`src/common/rcc_pkg.sv`:
```
// shared constants and carriers of the receive clock correction block
`default_nettype none
package rcc_pkg;
	localparam int DATA_W = 8;
	localparam int ELEMS  = 4;
	localparam int ADDR_W = 12;
	localparam int LAT_W  = 6;
	localparam int SPC_W  = 8;

	// register byte offsets
	localparam logic [ADDR_W-1:0] OFS_CTRL  = 12'h000;
	localparam logic [ADDR_W-1:0] OFS_LAT   = 12'h004;
	localparam logic [ADDR_W-1:0] OFS_SPACE = 12'h008;
	localparam logic [ADDR_W-1:0] OFS_SEQ1  = 12'h00c;
	localparam logic [ADDR_W-1:0] OFS_SEQ2  = 12'h010;
	localparam logic [ADDR_W-1:0] OFS_MASK  = 12'h014;
	localparam logic [ADDR_W-1:0] OFS_STAT  = 12'h018;

	// field positions
	localparam int CTRL_ENA_BIT  = 0;
	localparam int CTRL_PRIO_BIT = 1;
	localparam int CTRL_SEL2_BIT = 2;
	localparam int CTRL_KEEP_BIT = 3;
	localparam int CTRL_ADJ_LSB  = 4;
	localparam int CTRL_DET_LSB  = 8;
	localparam int LEN_W         = 3;
	localparam int LAT_FLOOR_LSB = 0;
	localparam int LAT_CEIL_LSB  = 8;
	localparam int MASK1_LSB     = 0;
	localparam int MASK2_LSB     = 4;
	localparam int STAT_OCC_LSB  = 0;
	localparam int STAT_SEQ_LSB  = 8;
	localparam int STAT_OVF_BIT  = 16;
	localparam int STAT_BOND_BIT = 17;

	// writable bits and reset values
	localparam logic [31:0] CTRL_WMASK  = 32'h0000_077f;
	localparam logic [31:0] LAT_WMASK   = 32'h0000_3f3f;
	localparam logic [31:0] SPACE_WMASK = 32'h0000_00ff;
	localparam logic [31:0] MASK_WMASK  = 32'h0000_00ff;
	localparam logic [31:0] CTRL_RST    = 32'h0000_0111;
	localparam logic [31:0] LAT_RST     = 32'h0000_1808;
	localparam logic [31:0] SPACE_RST   = 32'h0000_0000;
	localparam logic [31:0] SEQ_RST     = 32'h0000_0000;
	localparam logic [31:0] MASK_RST    = 32'h0000_00ff;

	// reader pace in clk cycles, a little faster than the link byte rate
	localparam int RD_PERIOD_DEF = 31;

	typedef struct packed {
		logic                    ena;
		logic                    prio;
		logic                    sel2;
		logic                    keep;
		logic [LEN_W-1:0]        adjLen;
		logic [LEN_W-1:0]        detLen;
		logic [LAT_W-1:0]        floorLat;
		logic [LAT_W-1:0]        ceilLat;
		logic [SPC_W-1:0]        spacing;
		logic [ELEMS*DATA_W-1:0] seq1;
		logic [ELEMS*DATA_W-1:0] seq2;
		logic [ELEMS-1:0]        mask1;
		logic [ELEMS-1:0]        mask2;
	} rcc_cfg_s;

	typedef struct packed {
		logic              valid;
		logic [DATA_W-1:0] data;
	} rcc_byte_s;
endpackage
`default_nettype wire

```
`src/rtl/rcc_ebuf_mem.sv`:
```
// elastic buffer storage with registered read data
`timescale 1ns/1ns
`default_nettype none
module rcc_ebuf_mem #(
	parameter int WIDTH = 8,
	parameter int DEPTH = 32
) (
	input  wire logic                     clk,
	input  wire logic                     wrEn,
	input  wire logic [$clog2(DEPTH)-1:0] wrAddr,
	input  wire logic [WIDTH-1:0]         wrData,
	input  wire logic [$clog2(DEPTH)-1:0] rdAddr,
	output logic      [WIDTH-1:0]         rdData
);
	logic [WIDTH-1:0] mem [DEPTH];
	logic [WIDTH-1:0] rdData_ff;

	always_ff @(posedge clk)
	begin
		if (wrEn)
		begin
			mem[wrAddr] <= wrData;
		end
		rdData_ff <= mem[rdAddr];
	end

	assign rdData = rdData_ff;
endmodule
`default_nettype wire

```
`src/rtl/rcc_rx_clock_correction.sv`:
```
// receive clock correction: pattern match, elastic buffer, repeat and skip
// Summary of operation
// - no byte is repeated or skipped unless the correction enable bit is set.
// - on a tie between correction and bonding the priority bit picks which goes first.
// - after a correction at least the spacing count of clk cycles pass before the next.
// - occupancy below the latency floor calls for a repeat.
// - the first pattern is four element bytes compared under the first mask.
// - an element whose first-mask bit is clear matches any byte.
// - the second pattern is four more element bytes used with the second mask.
// - an element whose second-mask bit is clear matches any byte.
// - the second pattern counts only while the second-pattern select bit is set.
// - occupancy above the latency ceiling calls for a skip.
// - each correction repeats or skips the adjustment length in bytes.
// - the match length sets how many recent bytes are compared.
// - with retain set the last matched pattern in the buffer is never skipped.
`timescale 1ns/1ns
`default_nettype none
module rcc_rx_clock_correction #(
	parameter int DEPTH     = 32,
	parameter int RD_PERIOD = rcc_pkg::RD_PERIOD_DEF
) (
	input  wire logic                        clk,
	input  wire logic                        rst,
	input  wire logic                        linkClk,
	input  wire logic [rcc_pkg::DATA_W-1:0]  linkData,
	input  wire logic                        bondRequest,
	output logic                             bondGrant,
	output rcc_pkg::rcc_byte_s               rxUser,
	output logic                             corrRepeat,
	output logic                             corrSkip,
	input  wire logic                        psel,
	input  wire logic                        penable,
	input  wire logic                        pwrite,
	input  wire logic [rcc_pkg::ADDR_W-1:0]  paddr,
	input  wire logic [31:0]                 pwdata,
	output logic      [31:0]                 prdata,
	output logic                             pready,
	output logic                             pslverr
);
	localparam int AW = $clog2(DEPTH);
	localparam int PW = AW + 1;
	localparam int DW = rcc_pkg::DATA_W;
	localparam int CW = $clog2(RD_PERIOD + 1);

	// configuration registers
	logic [31:0] ctrl_ff;
	logic [31:0] lat_ff;
	logic [31:0] space_ff;
	logic [31:0] seq1_ff;
	logic [31:0] seq2_ff;
	logic [31:0] mask_ff;
	rcc_pkg::rcc_cfg_s cfg;

	assign cfg.ena      = ctrl_ff[rcc_pkg::CTRL_ENA_BIT];
	assign cfg.prio     = ctrl_ff[rcc_pkg::CTRL_PRIO_BIT];
	assign cfg.sel2     = ctrl_ff[rcc_pkg::CTRL_SEL2_BIT];
	assign cfg.keep     = ctrl_ff[rcc_pkg::CTRL_KEEP_BIT];
	assign cfg.adjLen   = ctrl_ff[rcc_pkg::CTRL_ADJ_LSB +: rcc_pkg::LEN_W];
	assign cfg.detLen   = ctrl_ff[rcc_pkg::CTRL_DET_LSB +: rcc_pkg::LEN_W];
	assign cfg.floorLat = lat_ff[rcc_pkg::LAT_FLOOR_LSB +: rcc_pkg::LAT_W];
	assign cfg.ceilLat  = lat_ff[rcc_pkg::LAT_CEIL_LSB +: rcc_pkg::LAT_W];
	assign cfg.spacing  = space_ff[rcc_pkg::SPC_W-1:0];
	assign cfg.seq1     = seq1_ff;
	assign cfg.seq2     = seq2_ff;
	assign cfg.mask1    = mask_ff[rcc_pkg::MASK1_LSB +: rcc_pkg::ELEMS];
	assign cfg.mask2    = mask_ff[rcc_pkg::MASK2_LSB +: rcc_pkg::ELEMS];

	// link side: clock and data both pass two flops before use
	logic [1:0]    lclkSync_ff;
	logic          lclkPrev_ff;
	logic [DW-1:0] ldat1_ff;
	logic [DW-1:0] ldat2_ff;
	logic [DW-1:0] hist_ff [3];
	wire           linkEdge = lclkSync_ff[1] & ~lclkPrev_ff;

	always_ff @(posedge clk)
	begin
		lclkSync_ff <= {lclkSync_ff[0], linkClk};
		lclkPrev_ff <= lclkSync_ff[1];
		ldat1_ff    <= linkData;
		ldat2_ff    <= ldat1_ff;
	end

	always_ff @(posedge clk)
	begin
		if (linkEdge)
		begin
			hist_ff[0] <= ldat2_ff;
			hist_ff[1] <= hist_ff[0];
			hist_ff[2] <= hist_ff[1];
		end
	end

	// newest byte in the low lane, oldest in the high lane
	wire [4*DW-1:0] window = {hist_ff[2], hist_ff[1], hist_ff[0], ldat2_ff};

	function automatic logic seqHit(
		input logic [4*DW-1:0]           seq,
		input logic [3:0]                mask,
		input logic [rcc_pkg::LEN_W-1:0] len,
		input logic [4*DW-1:0]           win
	);
		logic hit;
		int   pos;
		hit = (len != '0) && (len <= 3'h4);
		for (int i = 0; i < 4; i++)
		begin
			pos = int'(len) - 1 - i;
			if (pos >= 0)
			begin
				// cleared mask bit leaves the element as a don't-care
				if (mask[i] && (win[pos*DW +: DW] != seq[i*DW +: DW]))
				begin
					hit = 1'b0;
				end
			end
		end
		return hit;
	endfunction

	wire hit1 = seqHit(cfg.seq1, cfg.mask1, cfg.detLen, window);
	wire hit2 = cfg.sel2 & seqHit(cfg.seq2, cfg.mask2, cfg.detLen, window);
	wire seqMatch = hit1 | hit2;

	// elastic buffer pointers and per-entry pattern-end flags
	logic [PW-1:0]    wp_ff;
	logic [PW-1:0]    rp_ff;
	logic [DEPTH-1:0] flag_ff;
	logic [PW-1:0]    flagCnt;
	wire  [PW-1:0]    occ   = wp_ff - rp_ff;
	wire              full  = occ == PW'(DEPTH);
	wire              empty = occ == '0;
	wire              wrGo  = linkEdge & ~full;

	always_comb
	begin
		flagCnt = '0;
		for (int k = 0; k < DEPTH; k++)
		begin
			if ({1'b0, AW'(AW'(k) - rp_ff[AW-1:0])} < occ && flag_ff[k])
			begin
				flagCnt = flagCnt + PW'(1);
			end
		end
	end

	always_ff @(posedge clk)
	begin
		if (wrGo)
		begin
			flag_ff[wp_ff[AW-1:0]] <= seqMatch;
		end
	end

	// reader pace
	logic [CW-1:0] rdCnt_ff;
	wire           tick = rdCnt_ff == CW'(RD_PERIOD - 1);

	always_ff @(posedge clk)
	begin
		if (rst || tick)
		begin
			rdCnt_ff <= '0;
		end
		else
		begin
			rdCnt_ff <= rdCnt_ff + CW'(1);
		end
	end

	// correction decision
	logic [rcc_pkg::SPC_W-1:0] spcCnt_ff;
	logic                      haveLast_ff;
	logic                      bondPend_ff;
	wire  [PW-1:0]             adj     = PW'(cfg.adjLen);
	wire  [AW-1:0]             peekIdx = AW'(rp_ff + adj - PW'(1));
	wire  [AW-1:0]             lastIdx = AW'(rp_ff - PW'(1));
	wire spacingOk = spcCnt_ff >= cfg.spacing;
	wire ceilHit   = occ > PW'(cfg.ceilLat);
	wire floorHit  = occ < PW'(cfg.floorLat);
	wire adjOk     = (cfg.adjLen != '0) && (cfg.adjLen <= cfg.detLen);
	wire keepOk    = ~cfg.keep | (flagCnt >= PW'(2));
	// skip only a matched tail, and keep a byte to read after it
	wire skipCond  = cfg.ena & adjOk & spacingOk & ceilHit & keepOk
		& flag_ff[peekIdx] & (occ > adj);
	// repeat only the pattern just delivered
	wire repCond   = cfg.ena & adjOk & spacingOk & floorHit & haveLast_ff
		& flag_ff[lastIdx];
	wire corrWant  = tick & (skipCond | repCond);
	wire bondNow   = bondRequest | bondPend_ff;
	wire collide   = corrWant & bondNow;
	wire corrGo    = corrWant & (~collide | cfg.prio);
	wire bondGo    = bondNow & (~collide | ~cfg.prio);
	wire doSkip    = corrGo & skipCond;
	wire doRep     = corrGo & ~skipCond & repCond;
	wire rdGo      = tick & (doRep | ~empty);
	wire [PW-1:0] rdAddr = doSkip ? rp_ff + adj : (doRep ? rp_ff - adj : rp_ff);

	always_ff @(posedge clk)
	begin
		if (rst)
		begin
			wp_ff       <= '0;
			rp_ff       <= '0;
			haveLast_ff <= 1'b0;
		end
		else
		begin
			if (wrGo)
			begin
				wp_ff <= wp_ff + PW'(1);
			end
			if (rdGo)
			begin
				rp_ff       <= rdAddr + PW'(1);
				haveLast_ff <= 1'b1;
			end
		end
	end

	// saturating count of clk cycles since the last correction
	always_ff @(posedge clk)
	begin
		if (rst)
		begin
			spcCnt_ff <= '1;
		end
		else if (corrGo)
		begin
			spcCnt_ff <= '0;
		end
		else if (spcCnt_ff != '1)
		begin
			spcCnt_ff <= spcCnt_ff + rcc_pkg::SPC_W'(1);
		end
	end

	logic [DW-1:0] memData;
	logic          rxValid_ff;
	logic          corrRepeat_ff;
	logic          corrSkip_ff;
	logic          bondGrant_ff;
	logic          ovf_ff;

	rcc_ebuf_mem #(
		.WIDTH (DW),
		.DEPTH (DEPTH)
	) u_mem (
		.clk    (clk),
		.wrEn   (wrGo),
		.wrAddr (wp_ff[AW-1:0]),
		.wrData (ldat2_ff),
		.rdAddr (rdAddr[AW-1:0]),
		.rdData (memData)
	);

	// apb slave: one wait state, writes land when pready is seen
	logic        pready_ff;
	logic        pslverr_ff;
	logic [31:0] prdata_ff;
	wire  apbAcc = psel & penable & ~pready_ff;
	wire  apbWr  = psel & penable & pready_ff & pwrite;
	wire  selCtrl  = paddr == rcc_pkg::OFS_CTRL;
	wire  selLat   = paddr == rcc_pkg::OFS_LAT;
	wire  selSpace = paddr == rcc_pkg::OFS_SPACE;
	wire  selSeq1  = paddr == rcc_pkg::OFS_SEQ1;
	wire  selSeq2  = paddr == rcc_pkg::OFS_SEQ2;
	wire  selMask  = paddr == rcc_pkg::OFS_MASK;
	wire  selStat  = paddr == rcc_pkg::OFS_STAT;
	wire  mapped   = selCtrl | selLat | selSpace | selSeq1 | selSeq2 | selMask | selStat;
	wire  [31:0] statWord = (32'(occ) << rcc_pkg::STAT_OCC_LSB)
		| (32'(flagCnt) << rcc_pkg::STAT_SEQ_LSB)
		| (32'(ovf_ff) << rcc_pkg::STAT_OVF_BIT)
		| (32'(bondPend_ff) << rcc_pkg::STAT_BOND_BIT);
	wire  [31:0] rdMux = selCtrl ? ctrl_ff : selLat ? lat_ff : selSpace ? space_ff
		: selSeq1 ? seq1_ff : selSeq2 ? seq2_ff : selMask ? mask_ff
		: selStat ? statWord : 32'h0000_0000;
	wire  ovfClr = apbWr & selStat & pwdata[rcc_pkg::STAT_OVF_BIT];

	always_ff @(posedge clk)
	begin
		if (rst)
		begin
			pready_ff  <= 1'b0;
			pslverr_ff <= 1'b0;
			prdata_ff  <= '0;
		end
		else
		begin
			pready_ff  <= apbAcc;
			pslverr_ff <= apbAcc & ~mapped;
			prdata_ff  <= apbAcc ? rdMux : 32'h0000_0000;
		end
	end

	always_ff @(posedge clk)
	begin
		if (rst)
		begin
			ctrl_ff  <= rcc_pkg::CTRL_RST;
			lat_ff   <= rcc_pkg::LAT_RST;
			space_ff <= rcc_pkg::SPACE_RST;
			seq1_ff  <= rcc_pkg::SEQ_RST;
			seq2_ff  <= rcc_pkg::SEQ_RST;
			mask_ff  <= rcc_pkg::MASK_RST;
		end
		else if (apbWr)
		begin
			if (selCtrl)
				ctrl_ff <= pwdata & rcc_pkg::CTRL_WMASK;
			if (selLat)
				lat_ff <= pwdata & rcc_pkg::LAT_WMASK;
			if (selSpace)
				space_ff <= pwdata & rcc_pkg::SPACE_WMASK;
			if (selSeq1)
				seq1_ff <= pwdata;
			if (selSeq2)
				seq2_ff <= pwdata;
			if (selMask)
				mask_ff <= pwdata & rcc_pkg::MASK_WMASK;
		end
	end

	// outputs and status; an overflow in the clear cycle stays set
	always_ff @(posedge clk)
	begin
		if (rst)
		begin
			rxValid_ff    <= 1'b0;
			corrRepeat_ff <= 1'b0;
			corrSkip_ff   <= 1'b0;
			bondGrant_ff  <= 1'b0;
			bondPend_ff   <= 1'b0;
			ovf_ff        <= 1'b0;
		end
		else
		begin
			rxValid_ff    <= rdGo;
			corrRepeat_ff <= doRep;
			corrSkip_ff   <= doSkip;
			bondGrant_ff  <= bondGo;
			bondPend_ff   <= bondNow & ~bondGo;
			ovf_ff        <= (linkEdge & full) | (ovf_ff & ~ovfClr);
		end
	end

	assign rxUser.valid = rxValid_ff;
	assign rxUser.data  = memData;
	assign corrRepeat   = corrRepeat_ff;
	assign corrSkip     = corrSkip_ff;
	assign bondGrant    = bondGrant_ff;
	assign prdata       = prdata_ff;
	assign pready       = pready_ff;
	assign pslverr      = pslverr_ff;
endmodule
`default_nettype wire

```
`config.mk`:
```
export PLATFORM = sky130hd
export DESIGN_NAME = rcc_rx_clock_correction
export DESIGN_NICKNAME = d
export VERILOG_FILES = /design/src/common/rcc_pkg.sv /design/src/rtl/rcc_ebuf_mem.sv /design/src/rtl/rcc_rx_clock_correction.sv
export SDC_FILE = /design/constraint.sdc
export NUM_CORES = 1
export LEC_CHECK = 0
export BUFFER_PORTS_ARGS = -buffer_cell sky130_fd_sc_hd__clkbuf_2
export CAP_MARGIN = 30
export CORE_MARGIN = 2
export CORE_UTILIZATION = 30
export CTS_CLUSTER_SIZE = 8
export DETAILED_ROUTE_END_ITERATION = 7
export PLACE_DENSITY = 0.56
export SLEW_MARGIN = 20
export SYNTH_ARGS = -nofsm -noshare
export SYNTH_HDL_FRONTEND = slang
export SYNTH_SLANG_ARGS = --single-unit
```
`constraint.sdc`:
```
create_clock -name clk -period 74.6 [get_ports clk]
set_input_delay 14.92 -clock clk [delete_from_list [all_inputs] [get_ports clk]]
set_output_delay 14.92 -clock clk [all_outputs]
set_load 0.02 [all_outputs]
```
Yosys cells after proc, flatten, opt, wreduce, memory -nomap -nowiden
Memories as Yosys holds them, arrays and structs flattened. A register that Yosys moved wholly into a read port is not among the register bits.
Cells that the tools add are included.
- bits in registers: 219
- bits in latches: 0
- RAM bits: 280
- ROM bits: 0
- bits of input ports: 59
- output and inout port bits: 46
- memories kept: 2
- memory list (memory ; depth ; bits a word ; rd ports ; clocked after memory_dff ; wr ports ; line ; RTL):
    u_mem.mem ; 32 ; 8 ; 1 ; 1 ; 1 ; rcc_ebuf_mem.sv:15 ; logic [WIDTH-1:0] mem [DEPTH];
    hist_ff ; 3 ; 8 ; 3 ; 0 ; 3 ; rcc_rx_clock_correction.sv:73 ; logic [DW-1:0] hist_ff [3];
- add/subtract/negate cells: 76
- multiply operators: 0
- divide/modulo/power cells: 0
- magnitude comparators: 47
- eq/ne operators: 17
- shifts and indexed selects: 4
- muxes and demuxes: 70
- bitwise logic cells: 59
- reductions and logical operators: 59
- operator list (cell ; number):
    $add A6 B1 Y6 const B ; 33
    $mux W6 ; 33
    $lt A5 B6 Y1 ; 32
    $sub A5 B5 Y5 const A ; 16
    $ge A32 B1 Y1 const B ; 2
    $mux W32 ; 2
    $ne A8 B8 Y1 ; 8
    $shiftx A32 B32 Y8 ; 2
    $logic_and A1 B1 Y1 ; 43
    $sub A4 B5 Y5 const A ; 8
    $eq A12 B5 Y1 const B ; 3
    $mux W18 ; 2
    $bwmux W32 ; 1
    $shiftx A32 B7 Y8 ; 1
    $shiftx A32 B8 Y8 ; 1
    $and A1 B1 Y1 ; 30
    $mux W14 ; 2
    $eq A12 B4 Y1 const B ; 2
    $mux W1 ; 24
    $sub A3 B5 Y5 const A ; 4
    $lt A5 B6 Y1 const B ; 3
    $or A17 B18 Y18 ; 1
    $or A14 B17 Y17 ; 1
    $mux W8 ; 2
    other kinds (40) ; 76

Longest topological paths before layout
Gate-level depths: netlist of run 1.
- word-level depth: 82
- gate-level depth with buffers: 125
- gate-level depth less buffers: 120

Cells and area by module
From an unflattened synthesis of run 1, not the netlist that was laid out.
- cells, all modules: 2639
- area, all modules: 29635.9 sq um
- modules (own cells, without submodules) (module ; instances ; cells an instance ; area each (sq um) ; seq. area each (sq um)):
    rcc_rx_clock_correction ; 1 ; 2222 ; 19582.5 ; 5425.2
    rcc_ebuf_mem ; 1 ; 417 ; 10053.4 ; 7847.5

Worst setup path before layout of run 1
OpenSTA, ideal clock, no wires.
- kind: register -> register
- from: register rp_ff[2]
- to: register rp_ff[4]
- setup time: 0.091 ns
- arrival: 23.597 ns
- required time: 74.509 ns
- path slack: 50.912 ns
- stages on the path, launching flop included: 123
- period minus slack after synthesis: 23.688 ns
- cell sequence: dfxtp_1 -> clkbuf_1 -> inv_1 -> ha_1 -> o21a_1 -> o31a_1 -> o32ai_1 -> nor2_4 -> inv_2 -> buf_4 -> clkbuf_1 -> buf_1 -> clkbuf_1 -> buf_1 -> o21ai_0 -> inv_1 -> ha_1 -> inv_1 -> [87 not listed] -> nor2_1 -> nor2_1 -> ha_1 -> nand2_1 -> o31ai_1 -> nand2_1 -> mux2_1 -> nor2_1 -> a211oi_1 -> a221o_1 -> inv_1 -> buf_2 -> buf_2 -> buf_2 -> ha_1 -> nand2_1 -> or3_1 -> a311oi_1
- longest elaborated chain between the ends: 82
- elaborated cells on any way between the ends: 197
- those cells by class: 69 x add/sub; 36 x order compare; 38 x mux; 21 x bitwise; 33 x reduce/logical
- RTL lines (item ; line ; RTL):
    start, declared ; rcc_rx_clock_correction.sv:127 ; logic [PW-1:0] rp_ff;
    start signal, assigned ; rcc_rx_clock_correction.sv:215 ; rp_ff <= rdAddr + PW'(1);
    $sub A6 B6 Y6 or $sub A1 B5 Y5 (tied branches) ; rcc_rx_clock_correction.sv:130, rcc_rx_clock_correction.sv:140 ;
    $lt A5 B6 Y1 ; rcc_rx_clock_correction.sv:140 ; if ({1'b0, AW'(AW'(k) - rp_ff[AW-1:0])} < occ && flag_ff[k])
    $logic_and A1 B1 Y1 ; rcc_rx_clock_correction.sv:140 ;
    $mux W1 ; rcc_rx_clock_correction.sv:140 ;
    $add A6 B1 Y6 ; rcc_rx_clock_correction.sv:142 ; flagCnt = flagCnt + PW'(1);
    $mux W6 ; rcc_rx_clock_correction.sv:140 ;
    $add A6 B1 Y6 ; rcc_rx_clock_correction.sv:142 ;
    $mux W6 ; rcc_rx_clock_correction.sv:140 ;
    [64 not listed] ; n/a ;
    $and A1 B1 Y1 ; rcc_rx_clock_correction.sv:189 ; wire corrWant = tick & (skipCond | repCond);
    $and A1 B1 Y1 ; rcc_rx_clock_correction.sv:191 ; wire collide = corrWant & bondNow;
    $not A1 Y1 ; rcc_rx_clock_correction.sv:192 ; wire corrGo = corrWant & (~collide | cfg.prio);
    $or A1 B1 Y1 ; rcc_rx_clock_correction.sv:192 ;
    $and A1 B1 Y1 ; rcc_rx_clock_correction.sv:192 ;
    $and A1 B1 Y1 (2 in a row) ; rcc_rx_clock_correction.sv:195 ; wire doRep = corrGo & ~skipCond & repCond;
    $mux W6 (2 in a row) ; rcc_rx_clock_correction.sv:197 ; wire [PW-1:0] rdAddr = doSkip ? rp_ff + adj : (doRep ? rp_ff - adj : rp_ff);
    $add A6 B1 Y6 ; rcc_rx_clock_correction.sv:215 ;
Parallel ways exist; a longest one is shown, timed or not. The select of a mux whose other input is x is not followed.
A chain may end at the register's enable or synchronous reset.

Worst setup path after layout of run 1
- from: register rp_ff[2]
- to: register u_mem.rdData_ff[0], in the netlist u_mem.rdData[0] (read register of u_mem.mem)
- longest elaborated chain between the ends: 81
- elaborated cells on any way between the ends: 192
- those cells by class: 68 x add/sub; 36 x order compare; 38 x mux; 18 x bitwise; 32 x reduce/logical
- RTL lines (item ; line ; RTL):
    $sub A6 B6 Y6 or $sub A1 B5 Y5 (tied branches) ; rcc_rx_clock_correction.sv:130, rcc_rx_clock_correction.sv:140 ;
    $lt A5 B6 Y1 ; rcc_rx_clock_correction.sv:140 ;
    $logic_and A1 B1 Y1 ; rcc_rx_clock_correction.sv:140 ;
    $mux W1 ; rcc_rx_clock_correction.sv:140 ;
    $add A6 B1 Y6 ; rcc_rx_clock_correction.sv:142 ;
    $mux W6 ; rcc_rx_clock_correction.sv:140 ;
    $add A6 B1 Y6 ; rcc_rx_clock_correction.sv:142 ;
    $mux W6 ; rcc_rx_clock_correction.sv:140 ;
    [64 not listed] ; n/a ;
    $and A1 B1 Y1 ; rcc_rx_clock_correction.sv:189 ;
    $and A1 B1 Y1 ; rcc_rx_clock_correction.sv:191 ;
    $not A1 Y1 ; rcc_rx_clock_correction.sv:192 ;
    $or A1 B1 Y1 ; rcc_rx_clock_correction.sv:192 ;
    $and A1 B1 Y1 ; rcc_rx_clock_correction.sv:192 ;
    $and A1 B1 Y1 (2 in a row) ; rcc_rx_clock_correction.sv:195 ;
    $mux W6 ; rcc_rx_clock_correction.sv:197 ;
    $mux W6 * ; rcc_rx_clock_correction.sv:197 ;
    end, declared ; rcc_ebuf_mem.sv:16 ; logic [WIDTH-1:0] rdData_ff;
Every way passes the cells marked *; elsewhere a longest branch is shown, timed or not. The select of a mux whose other input is x is not followed.

==> qor.csv, run 1 <==
metric,value,unit
"setup slack, reg-to-reg",47.40,ns
# rows,114,
Setup TNS,0,ns
number of flops mapped to enable cells by yosys,312,
Yosys Warn Count,1,
# port buffers,104,
worst endpoint required time,75.05,ns
"commonest non-fill, non-tap cell in the layout",nand2_1,
Synth Cell Area,29500,um^2
RSZ-0062 raised after global routing,false,
top_reg_cell synth,edfxtp_1,
post-layout min period,27.20,ns
setup bufs post-CTS,0,
vias in the first global route,21000,
hold worst-path end,ldat2_ff[2],
largest family of logic cells by synthesized area,compound AO/OA/AOI/OAI gates,
Worst Max-Slew Pin Slew,1.08,ns
"FFs w/ async S/R, synth",0,
Worst path slowest cell,buf_4,
status,completed,
initial antenna violation count,0,
"Distinct cells, synth",109,
"CTS clk-pin slew, worst paths",0.05,ns
synthesized area per cell,10.5,um^2
Hold Fails Final Rpt,0,
mux cell area share after synthesis,0.0920,
Via-to-Cell Ratio,5.18,
FMAX,36.8,MHz
Worst Setup End Kind,register,
Synth Net Count,3002,
post-synthesis sequential area ratio,0.451,
Post-Synth Adder-Cell Area,0.0661,
"Slew Viols, Final",0,
wire per inst,19.8,um
Peak VDD IR,0.0192,mV
max cap viols,0,
reg2reg end,u_mem.rdData[0],
total CTS buffers,74,
Die Area,101000,um^2
initial core utilization,0.304,
Total Wirelength,84500,um
"most used cell, CP",ha_1,
flip-flop and latch count after synthesis,507,
placed cell areas,31600,um^2
drt initial violations,1975,
CORE AREA,97000,um^2
post-DP HPWL,60300,um
Tot Pwr,807,uW
Critical Path Source Type,register,
r2r worst-path depth,116,
Die Span Y,317,um
post-route cell area,33800,um^2
gr ovfl total,0,
reg-to-reg startpoint,rp_ff[2],
clock sinks,507,
"commonest cells after routing, fill and taps aside","431 x nand2_1, 312 x edfxtp_1, 194 x nor2_1, 194 x dfxtp_1, 165 x a21oi_1",
compound-cell area share of the yosys netlist,0.141,
CTS H-tree depth,3,
worst-path maximum fanout,58,
Leakage,12.7,nW
Tightest Hold Check Type,register to register,
Synth Area in XOR/XNOR,0.0853,
largest net degree at the start of global routing,72,
post-cts hold buffer count,0,
first-pass GRT wire length,129000,um
worst relative slew slack,0.279,
drt drc,0,
Nets,3133,
Setup CP Type,register to register,
Clock Skews,0.0246,ns
Mapped Cells,2803,
share of layout cells above drive strength 1,0.140,
Clock Root Buffer,clkbuf_16,
Power Density,23.8,nW/um^2
clk_lat worst skew,0.61,ns
drt first pass iters,6,
simple-gate share of the synthesized area,0.131,
min-delay src,ldat1_ff[2],
CP arrival,27.65,ns
GP Congestion,0.910,
TritonCTS clock tree,yes,
P&R area growth vs syn,14.9,%
Final Cycle Share,0.365,
Worst path max stage delay,0.76,ns
via count,22100,
worst-case clock buffer depth,3,
CTS resizes,0,
Total GRT Usage,0.165,
# setup viols final,0,
die width,317,um
antenna-violating nets left,0,
worst hold path depth,0,
# IOs,105,
[through the flow]
step	setup WS, ns	hold WS, ns	std cells	util
4_1_cts	47.51	0.326	4249	0.348
3_5_place_dp	47.59	0.315	4124	0.325
2_1_floorplan	50.91	0.310	2803	-
3_3_place_gp	48.01	0.311	4109	0.324
6_report	47.40	0.323	4260	0.349
5_1_grt	45.15	0.328	4259	0.349
[worst max path at each step]
stage	slack [ns]	start	end	depth (start not counted)
floorplan	50.91	rp_ff[2]	rp_ff[4]	122
global placement	48.01	rp_ff[3]	u_mem.rdData[1]	116
detailed placement	47.59	rp_ff[3]	u_mem.rdData[1]	116
CTS	47.51	rp_ff[3]	u_mem.rdData[0]	116
global route	45.15	rp_ff[3]	u_mem.rdData[0]	116
finish	47.40	rp_ff[2]	u_mem.rdData[0]	116
[report_power, final]
group / internal [mW] / switching, mW / total, mW / leakage (nW)
sequential: 0.301 / 0.00299 / 0.304 / 4.41
combinational: 0.0772 / 0.108 / 0.186 / 7.20
clock: 0.192 / 0.125 / 0.317 / 1.05
[cell families after synthesis]
kind of cell / count (synthesis)
flops: 507
mux: 200
fa+ha+maj: 156
simple gates: 873
xor+xnor: 242
compound gates: 594
buf+inv: 231
[layer usage]
metal	up-vias	global-route usage	wire [um]
li1	10500	-	-
met3	99	0.0194	4550
met2	648	0.263	38900
met1	10800	0.238	39700
met4	0	0.0381	1410
met5	-	0	0
[state kept, by name, summed over array words and instances, names as in the netlist, 10 cells and up]
signal,flops
prdata,32
ctrl_ff,10
u_mem.mem,256
hist_ff,24
lat_ff,12
flag_ff,32
seq1_ff,32
seq2_ff,32
[worst max-delay path, delay by kind of cell, from the launching register on]
| kind | cells | cell delay (ns) |
|---|---|---|
| AO/OA/AOI/OAI | 35 | 7.25 |
| XOR/XNOR | 1 | 0.15 |
| adder cells (fa/ha/maj) | 32 | 10.10 |
| buffers and inverters | 8 | 2.59 |
| flip-flops | 1 | 0.74 |
| multiplexers | 6 | 1.73 |
| AND/OR/NAND/NOR | 34 | 4.41 |
[final cells by class]
cell class | instances | area, um^2
clock inverter | 8 | 159
sequential | 507 | 13300
fill | 9720 | 63100
clock buffer | 117 | 2050
timing repair buffer | 175 | 1070
antenna | 1 | 2.50
multi-input combinational | 2065 | 15300
inverter | 111 | 417
tap | 1276 | 1600
[Yosys cell counts, types with 9 or more instances]
library cell / number / area, um^2
o21ai_0: 74 / 370
nor2b_1: 24 / 150
nor2_1: 198 / 743
mux2_2: 18 / 203
clkbuf_1: 68 / 255
o211ai_1: 21 / 158
nand2b_1: 18 / 113
and2_0: 15 / 93.8
ha_1: 136 / 1700
and2_1: 16 / 100
dfxtp_1: 195 / 3900
a21o_1: 24 / 180
a31oi_1: 22 / 138
inv_1: 107 / 402
nor4_1: 18 / 113
o31ai_1: 10 / 75.1
or3_1: 13 / 81.3
nor3_1: 22 / 110
maj3_1: 13 / 130
nand2_1: 431 / 1620
mux2i_1: 120 / 1200
nand3b_1: 12 / 90.1
a211o_1: 15 / 131
xor2_1: 61 / 534
edfxtp_1: 312 / 9370
nand4_1: 19 / 119
a222oi_1: 11 / 110
buf_1: 13 / 48.8
a21oi_1: 165 / 826
or2_2: 11 / 68.8
o22ai_1: 12 / 75.1
a211oi_1: 36 / 270
mux4_2: 53 / 1190
a2111oi_0: 9 / 78.8
nand3_1: 47 / 235
buf_2: 23 / 115
o21a_1: 30 / 225
xnor2_1: 150 / 1310
a22oi_1: 35 / 263
(Power assumes the default switching activity.)
==> inputs of run 2 (changes only) <==
==> constraint.sdc (replaced) <==
create_clock -name clk -period 25.4 [get_ports clk]
set_input_delay 5.08 -clock clk [delete_from_list [all_inputs] [get_ports clk]]
set_output_delay 5.08 -clock clk [all_outputs]
set_load 0.02 [all_outputs]
==> qor.csv, run 2 (same netlist as run 1, synthesis figures left out) <==
metric,value,unit
"CTS clk-pin slew, worst paths",0.05,ns
clock sinks,507,
Peak VDD IR,0.0538,mV
wire per inst,20.3,um
die width,317,um
Tightest Hold Check Type,register to register,
Die Area,101000,um^2
Clock Root Buffer,clkbuf_16,
final cell count without fillers,4311,
max cap viols,0,
drt first pass iters,7,
first-pass GRT wire length,129000,um
Reg with most FFs,u_mem.mem,
# port buffers,104,
Die Span Y,317,um
drt drc,0,
total CTS buffers,73,
post-cts hold buffer count,0,
"Slew Viols, Final",0,
clk_lat worst skew,0.61,ns
# IOs,105,
initial antenna violation count,1,
max reg flops,256,
post-layout min period,23.75,ns
Total GRT Usage,0.166,
worst endpoint required time,25.86,ns
TritonCTS clock tree,yes,
Inserted Diodes,0,
Nets,3186,
status,completed,
Power Density,68.6,nW/um^2
FMAX,42.1,MHz
# setup viols final,0,
Comb pwr share,0.238,
worst-path maximum fanout,30,
Clock Skews,0.0153,ns
# rows,114,
Worst Max-Slew Pin Slew,0.983,ns
share of layout cells above drive strength 1,0.167,
post-DP HPWL,61100,um
largest net degree at the start of global routing,120,
worst relative slew slack,0.343,
P&R area growth vs syn,17.4,%
switching share of total power,0.294,
gr ovfl total,0,
Clk network pwr share,0.386,
Worst Setup End Kind,register,
Worst path max stage delay,0.53,ns
Final Cycle Share,0.935,
worst hold margin,0.321,ns
Final Core Density,0.357,
Worst path slowest cell,or4_1,
Critical Path Source Type,register,
CP arrival,24.21,ns
vias in the first global route,21100,
initial core utilization,0.304,
Setup CP Type,register to register,
worst-case clock buffer depth,3,
CORE AREA,97000,um^2
dpl cells,4146,
"most used cell, CP",ha_1,
Hold Fails Final Rpt,0,
"commonest non-fill, non-tap cell in the layout",nand2_1,
CTS H-tree depth,3,
GP Congestion,0.866,
antenna-violating nets left,0,
Switching Power,699,uW
Via-to-Cell Ratio,5.21,
"commonest cells after routing, fill and taps aside","431 x nand2_1, 312 x edfxtp_1, 191 x dfxtp_1",
Leakage,13.0,nW
Total Wirelength,87500,um
Setup TNS,0,ns
via count,22400,
drt initial violations,1767,
Internal,1.67,mW
Seq pwr share,0.377,
run 2: cell types whose count changed in the layout (fill, tap and decap cells not counted), moves of 6 or more:
cell / delta
a211oi_1: -7
a211oi_2: +6
buf_12: +6
buf_4: +36
nor2_1: -7
nor2_2: +6
run 2: timing repair:
| item | CTS | global route |
|---|---|---|
| gates resized for setup | 2 | 53 |
| cloned | 0 | 8 |
| pin swaps | 0 | 11 |
| setup buffers | 0 | 29 |
| endpoints found under the setup margin | 2 | 16 |
run 2: cell type report:
class,instances,area [um^2]
Clock buffer,117,2030
Fill cell,9614,62400
Timing Repair Buffer,227,1630
Sequential cell,507,13300
Tap cell,1276,1600
Clock inverter,6,100
Multi-Input combinational cell,2067,15500
Inverter,111,424
run 2: path summary, 6_finish.rpt:
kind	startpoint	endpoint	slack (ns)	cells after the start
max	wp_ff[0]	u_mem.rdData[0]	1.65	116
min reg2reg	ldat1_ff[5]	ldat2_ff[5]	0.32	0
max reg2reg	wp_ff[0]	u_mem.rdData[0]	1.65	116
min	ldat1_ff[5]	ldat2_ff[5]	0.32	0
run 2: routing by layer:
| layer | wire length, um | GRT usage | up-vias |
|---|---|---|---|
| li1 | - | - | 10600 |
| met4 | 2110 | 0.0507 | 0 |
| met5 | 0 | 0 | - |
| met2 | 40200 | 0.261 | 672 |
| met1 | 40700 | 0.238 | 11000 |
| met3 | 4540 | 0.0190 | 122 |
run 2: per-stage QoR:
step / setup slack [ns] / total power, mW / cell area, um^2
after floorplan: 1.71 / 1.35 / 29500
after global placement: 0.302 / 1.46 / 31700
after detailed placement: -0.0504 / 1.46 / 31800
after CTS: 0.181 / 2.38 / 33900
after global routing: -0.0301 / 2.50 / 34600
final: 1.65 / 2.37 / 34600
run 2: critical path, delay by kind of cell, from the launching register on:
kind	cells	cell delay [ns]
adder cells (fa/ha/maj)	32	9.73
AO/OA/AOI/OAI	33	5.77
AND/OR/NAND/NOR	35	4.57
multiplexers	6	1.72
buffers and inverters	8	1.00
flip-flops	1	0.40
XOR/XNOR	2	0.36
run 2: power by group through the flow:
stage,Sequential [mW],Clock (mW),Combinational (mW)
6_report,0.894,0.915,0.564
2_1_floorplan,0.911,0,0.434
5_1_grt,0.895,0.962,0.642
3_3_place_gp,0.910,0,0.548
4_1_cts,0.894,0.932,0.553
3_5_place_dp,0.910,0,0.550
==> inputs of run 3 (changes only) <==
--- a/config.mk
+++ b/config.mk
@@ -8,10 +8,10 @@
 export BUFFER_PORTS_ARGS = -buffer_cell sky130_fd_sc_hd__clkbuf_2
 export CAP_MARGIN = 30
 export CORE_MARGIN = 2
-export CORE_UTILIZATION = 30
+export CORE_UTILIZATION = 39
 export CTS_CLUSTER_SIZE = 8
 export DETAILED_ROUTE_END_ITERATION = 7
-export PLACE_DENSITY = 0.56
+export PLACE_DENSITY = 0.65
 export SLEW_MARGIN = 20
 export SYNTH_ARGS = -nofsm -noshare
 export SYNTH_HDL_FRONTEND = slang
==> qor.csv, run 3 (same netlist as run 1, synthesis figures left out) <==
metric,value,unit
Die Span Y,279,um
status,completed,
Inserted Diodes,0,
Internal,1.68,mW
first-pass GRT wire length,125000,um
drt first pass iters,7,
largest net degree at the start of global routing,99,
# port buffers,104,
Final Cycle Share,0.950,
CORE AREA,74600,um^2
clock sinks,507,
post-DP HPWL,56200,um
initial core utilization,0.395,
TritonCTS clock tree,yes,
Clock Root Buffer,clkbuf_16,
P&R area growth vs syn,15.1,%
Worst path slowest cell,a311oi_1,
vias in the first global route,21100,
Comb pwr share,0.243,
# IOs,105,
max reg flops,256,
Worst Max-Slew Pin Slew,1.06,ns
gr ovfl total,0,
Clk network pwr share,0.381,
reg2reg end,u_mem.rdData[0],
Hold Fails Final Rpt,0,
# rows,100,
Reg with most FFs,u_mem.mem,
wire per inst,20.7,um
Setup CP Type,register to register,
register area,13300,um^2
Placement Setup Slack,0.204,ns
min-delay src,ldat1_ff[0],
reg-to-reg startpoint,wp_ff[0],
post-cts hold buffer count,0,
worst-case clock buffer depth,3,
Seq pwr share,0.376,
# setup viols final,0,
r2r worst-path depth,114,
initial antenna violation count,1,
antenna-violating nets left,0,
Total GRT Usage,0.204,
"Slew Viols, Final",0,
Multi-input gate area,15400,um^2
hold worst-path end,ldat2_ff[0],
drt drc,0,
Worst path max stage delay,0.60,ns
Clock Skews,0.0201,ns
Via-to-Cell Ratio,5.62,
worst hold path depth,0,
CP arrival,24.60,ns
total CTS buffers,73,
Nets,3164,
share of layout cells above drive strength 1,0.156,
post-layout min period,24.13,ns
max cap viols,0,
Switching Power,704,uW
Total Wirelength,82400,um
Peak VDD IR,0.0743,mV
Leakage,12.9,nW
die width,279,um
Die Area,77700,um^2
worst endpoint required time,25.87,ns
dpl cells,3825,
worst-path maximum fanout,7,
"commonest cells after routing, fill and taps aside","430 x nand2_1, 312 x edfxtp_1, 192 x dfxtp_1",
final setup margin,1.27,ns
worst relative slew slack,0.288,
Power Density,70.2,nW/um^2
GP Congestion,0.909,
final cell count without fillers,3983,
Tot Pwr,2.38,mW
clk_lat worst skew,0.62,ns
"commonest non-fill, non-tap cell in the layout",nand2_1,
Tightest Hold Check Type,register to register,
"most used cell, CP",ha_1,
"setup slack, reg-to-reg",1.27,ns
Critical Path Source Type,register,
Worst Setup End Kind,register,
CTS H-tree depth,3,
switching share of total power,0.296,
via count,22400,
filler cell count,6883,
"CTS clk-pin slew, worst paths",0.05,ns
FMAX,41.4,MHz
drt initial violations,2496,
[run 3: cell types whose count changed in the layout (fill, tap and decap cells not counted), moves of 4 or more]
| cell | delta |
|---|---|
| a211oi_1 | +4 |
| buf_4 | -19 |
| a211oi_2 | -4 |
| clkbuf_16 | -4 |
| buf_12 | -5 |
[run 3: worst max-delay path, delay by kind of cell (launching register included)]
kind                     cells  cell delay [ns]
adder cells (fa/ha/maj)     32             9.82
AO/OA/AOI/OAI               33             6.68
AND/OR/NAND/NOR             31             3.77
buffers and inverters       10             1.41
multiplexers                 5             1.39
XOR/XNOR                     3             0.54
flip-flops                   1             0.38
[run 3: final cells by class]
type,count,area share
Multi-Input combinational cell,2067,0.456
Sequential cell,507,0.392
Clock buffer,118,0.0595
Timing Repair Buffer,205,0.0408
Tap cell,969,0.0358
Inverter,111,0.0125
Clock inverter,6,0.00380
[run 3: stage by stage]
step | hold slack [ns] | utilization | TNS, ns | instance area [um^2]
2_1_floorplan | 0.310 | - | 0 | 29500
3_3_place_gp | 0.311 | 0.417 | 0 | 31100
3_5_place_dp | 0.314 | 0.419 | 0 | 31300
4_1_cts | 0.323 | 0.448 | 0 | 33400
5_1_grt | 0.328 | 0.454 | -0.827 | 33900
6_report | 0.322 | 0.454 | 0 | 33900
[run 3: routing by layer]
| metal | wire length [um] | vias up | track usage |
|---|---|---|---|
| met1 | 37900 | 10800 | 0.298 |
| met2 | 37200 | 863 | 0.318 |
| met4 | 1690 | 2 | 0.0494 |
| li1 | - | 10600 | - |
| met3 | 5610 | 110 | 0.0315 |
| met5 | 13 | - | 0 |
[run 3: what timing repair did]
item                       in CTS  in global routing
setup endpoints to repair       0                 16
setup buffers                   0                 20
gates resized for setup         0                 45
[run 3: worst max-delay path by stage]
stage | depth (start not counted) | start | endpoint | slack (ns)
5_1_grt | 122 | wp_ff[0] | u_mem.rdData[2] | -0.13
4_1_cts | 118 | wp_ff[0] | u_mem.rdData[1] | 0.16
6_report | 114 | wp_ff[0] | u_mem.rdData[0] | 1.27
2_1_floorplan | 122 | rp_ff[2] | rp_ff[4] | 1.71
3_5_place_dp | 118 | wp_ff[0] | u_mem.rdData[1] | 0.20
3_3_place_gp | 118 | wp_ff[0] | u_mem.rdData[0] | 0.83
[run 3: power groups by stage]
stage,combinational (mW),clock [mW],sequential (mW)
CTS,0.549,0.922,0.894
finish,0.578,0.908,0.894
floorplan,0.434,0,0.911
global route,0.657,0.961,0.894
detailed placement,0.545,0,0.910
global placement,0.539,0,0.910
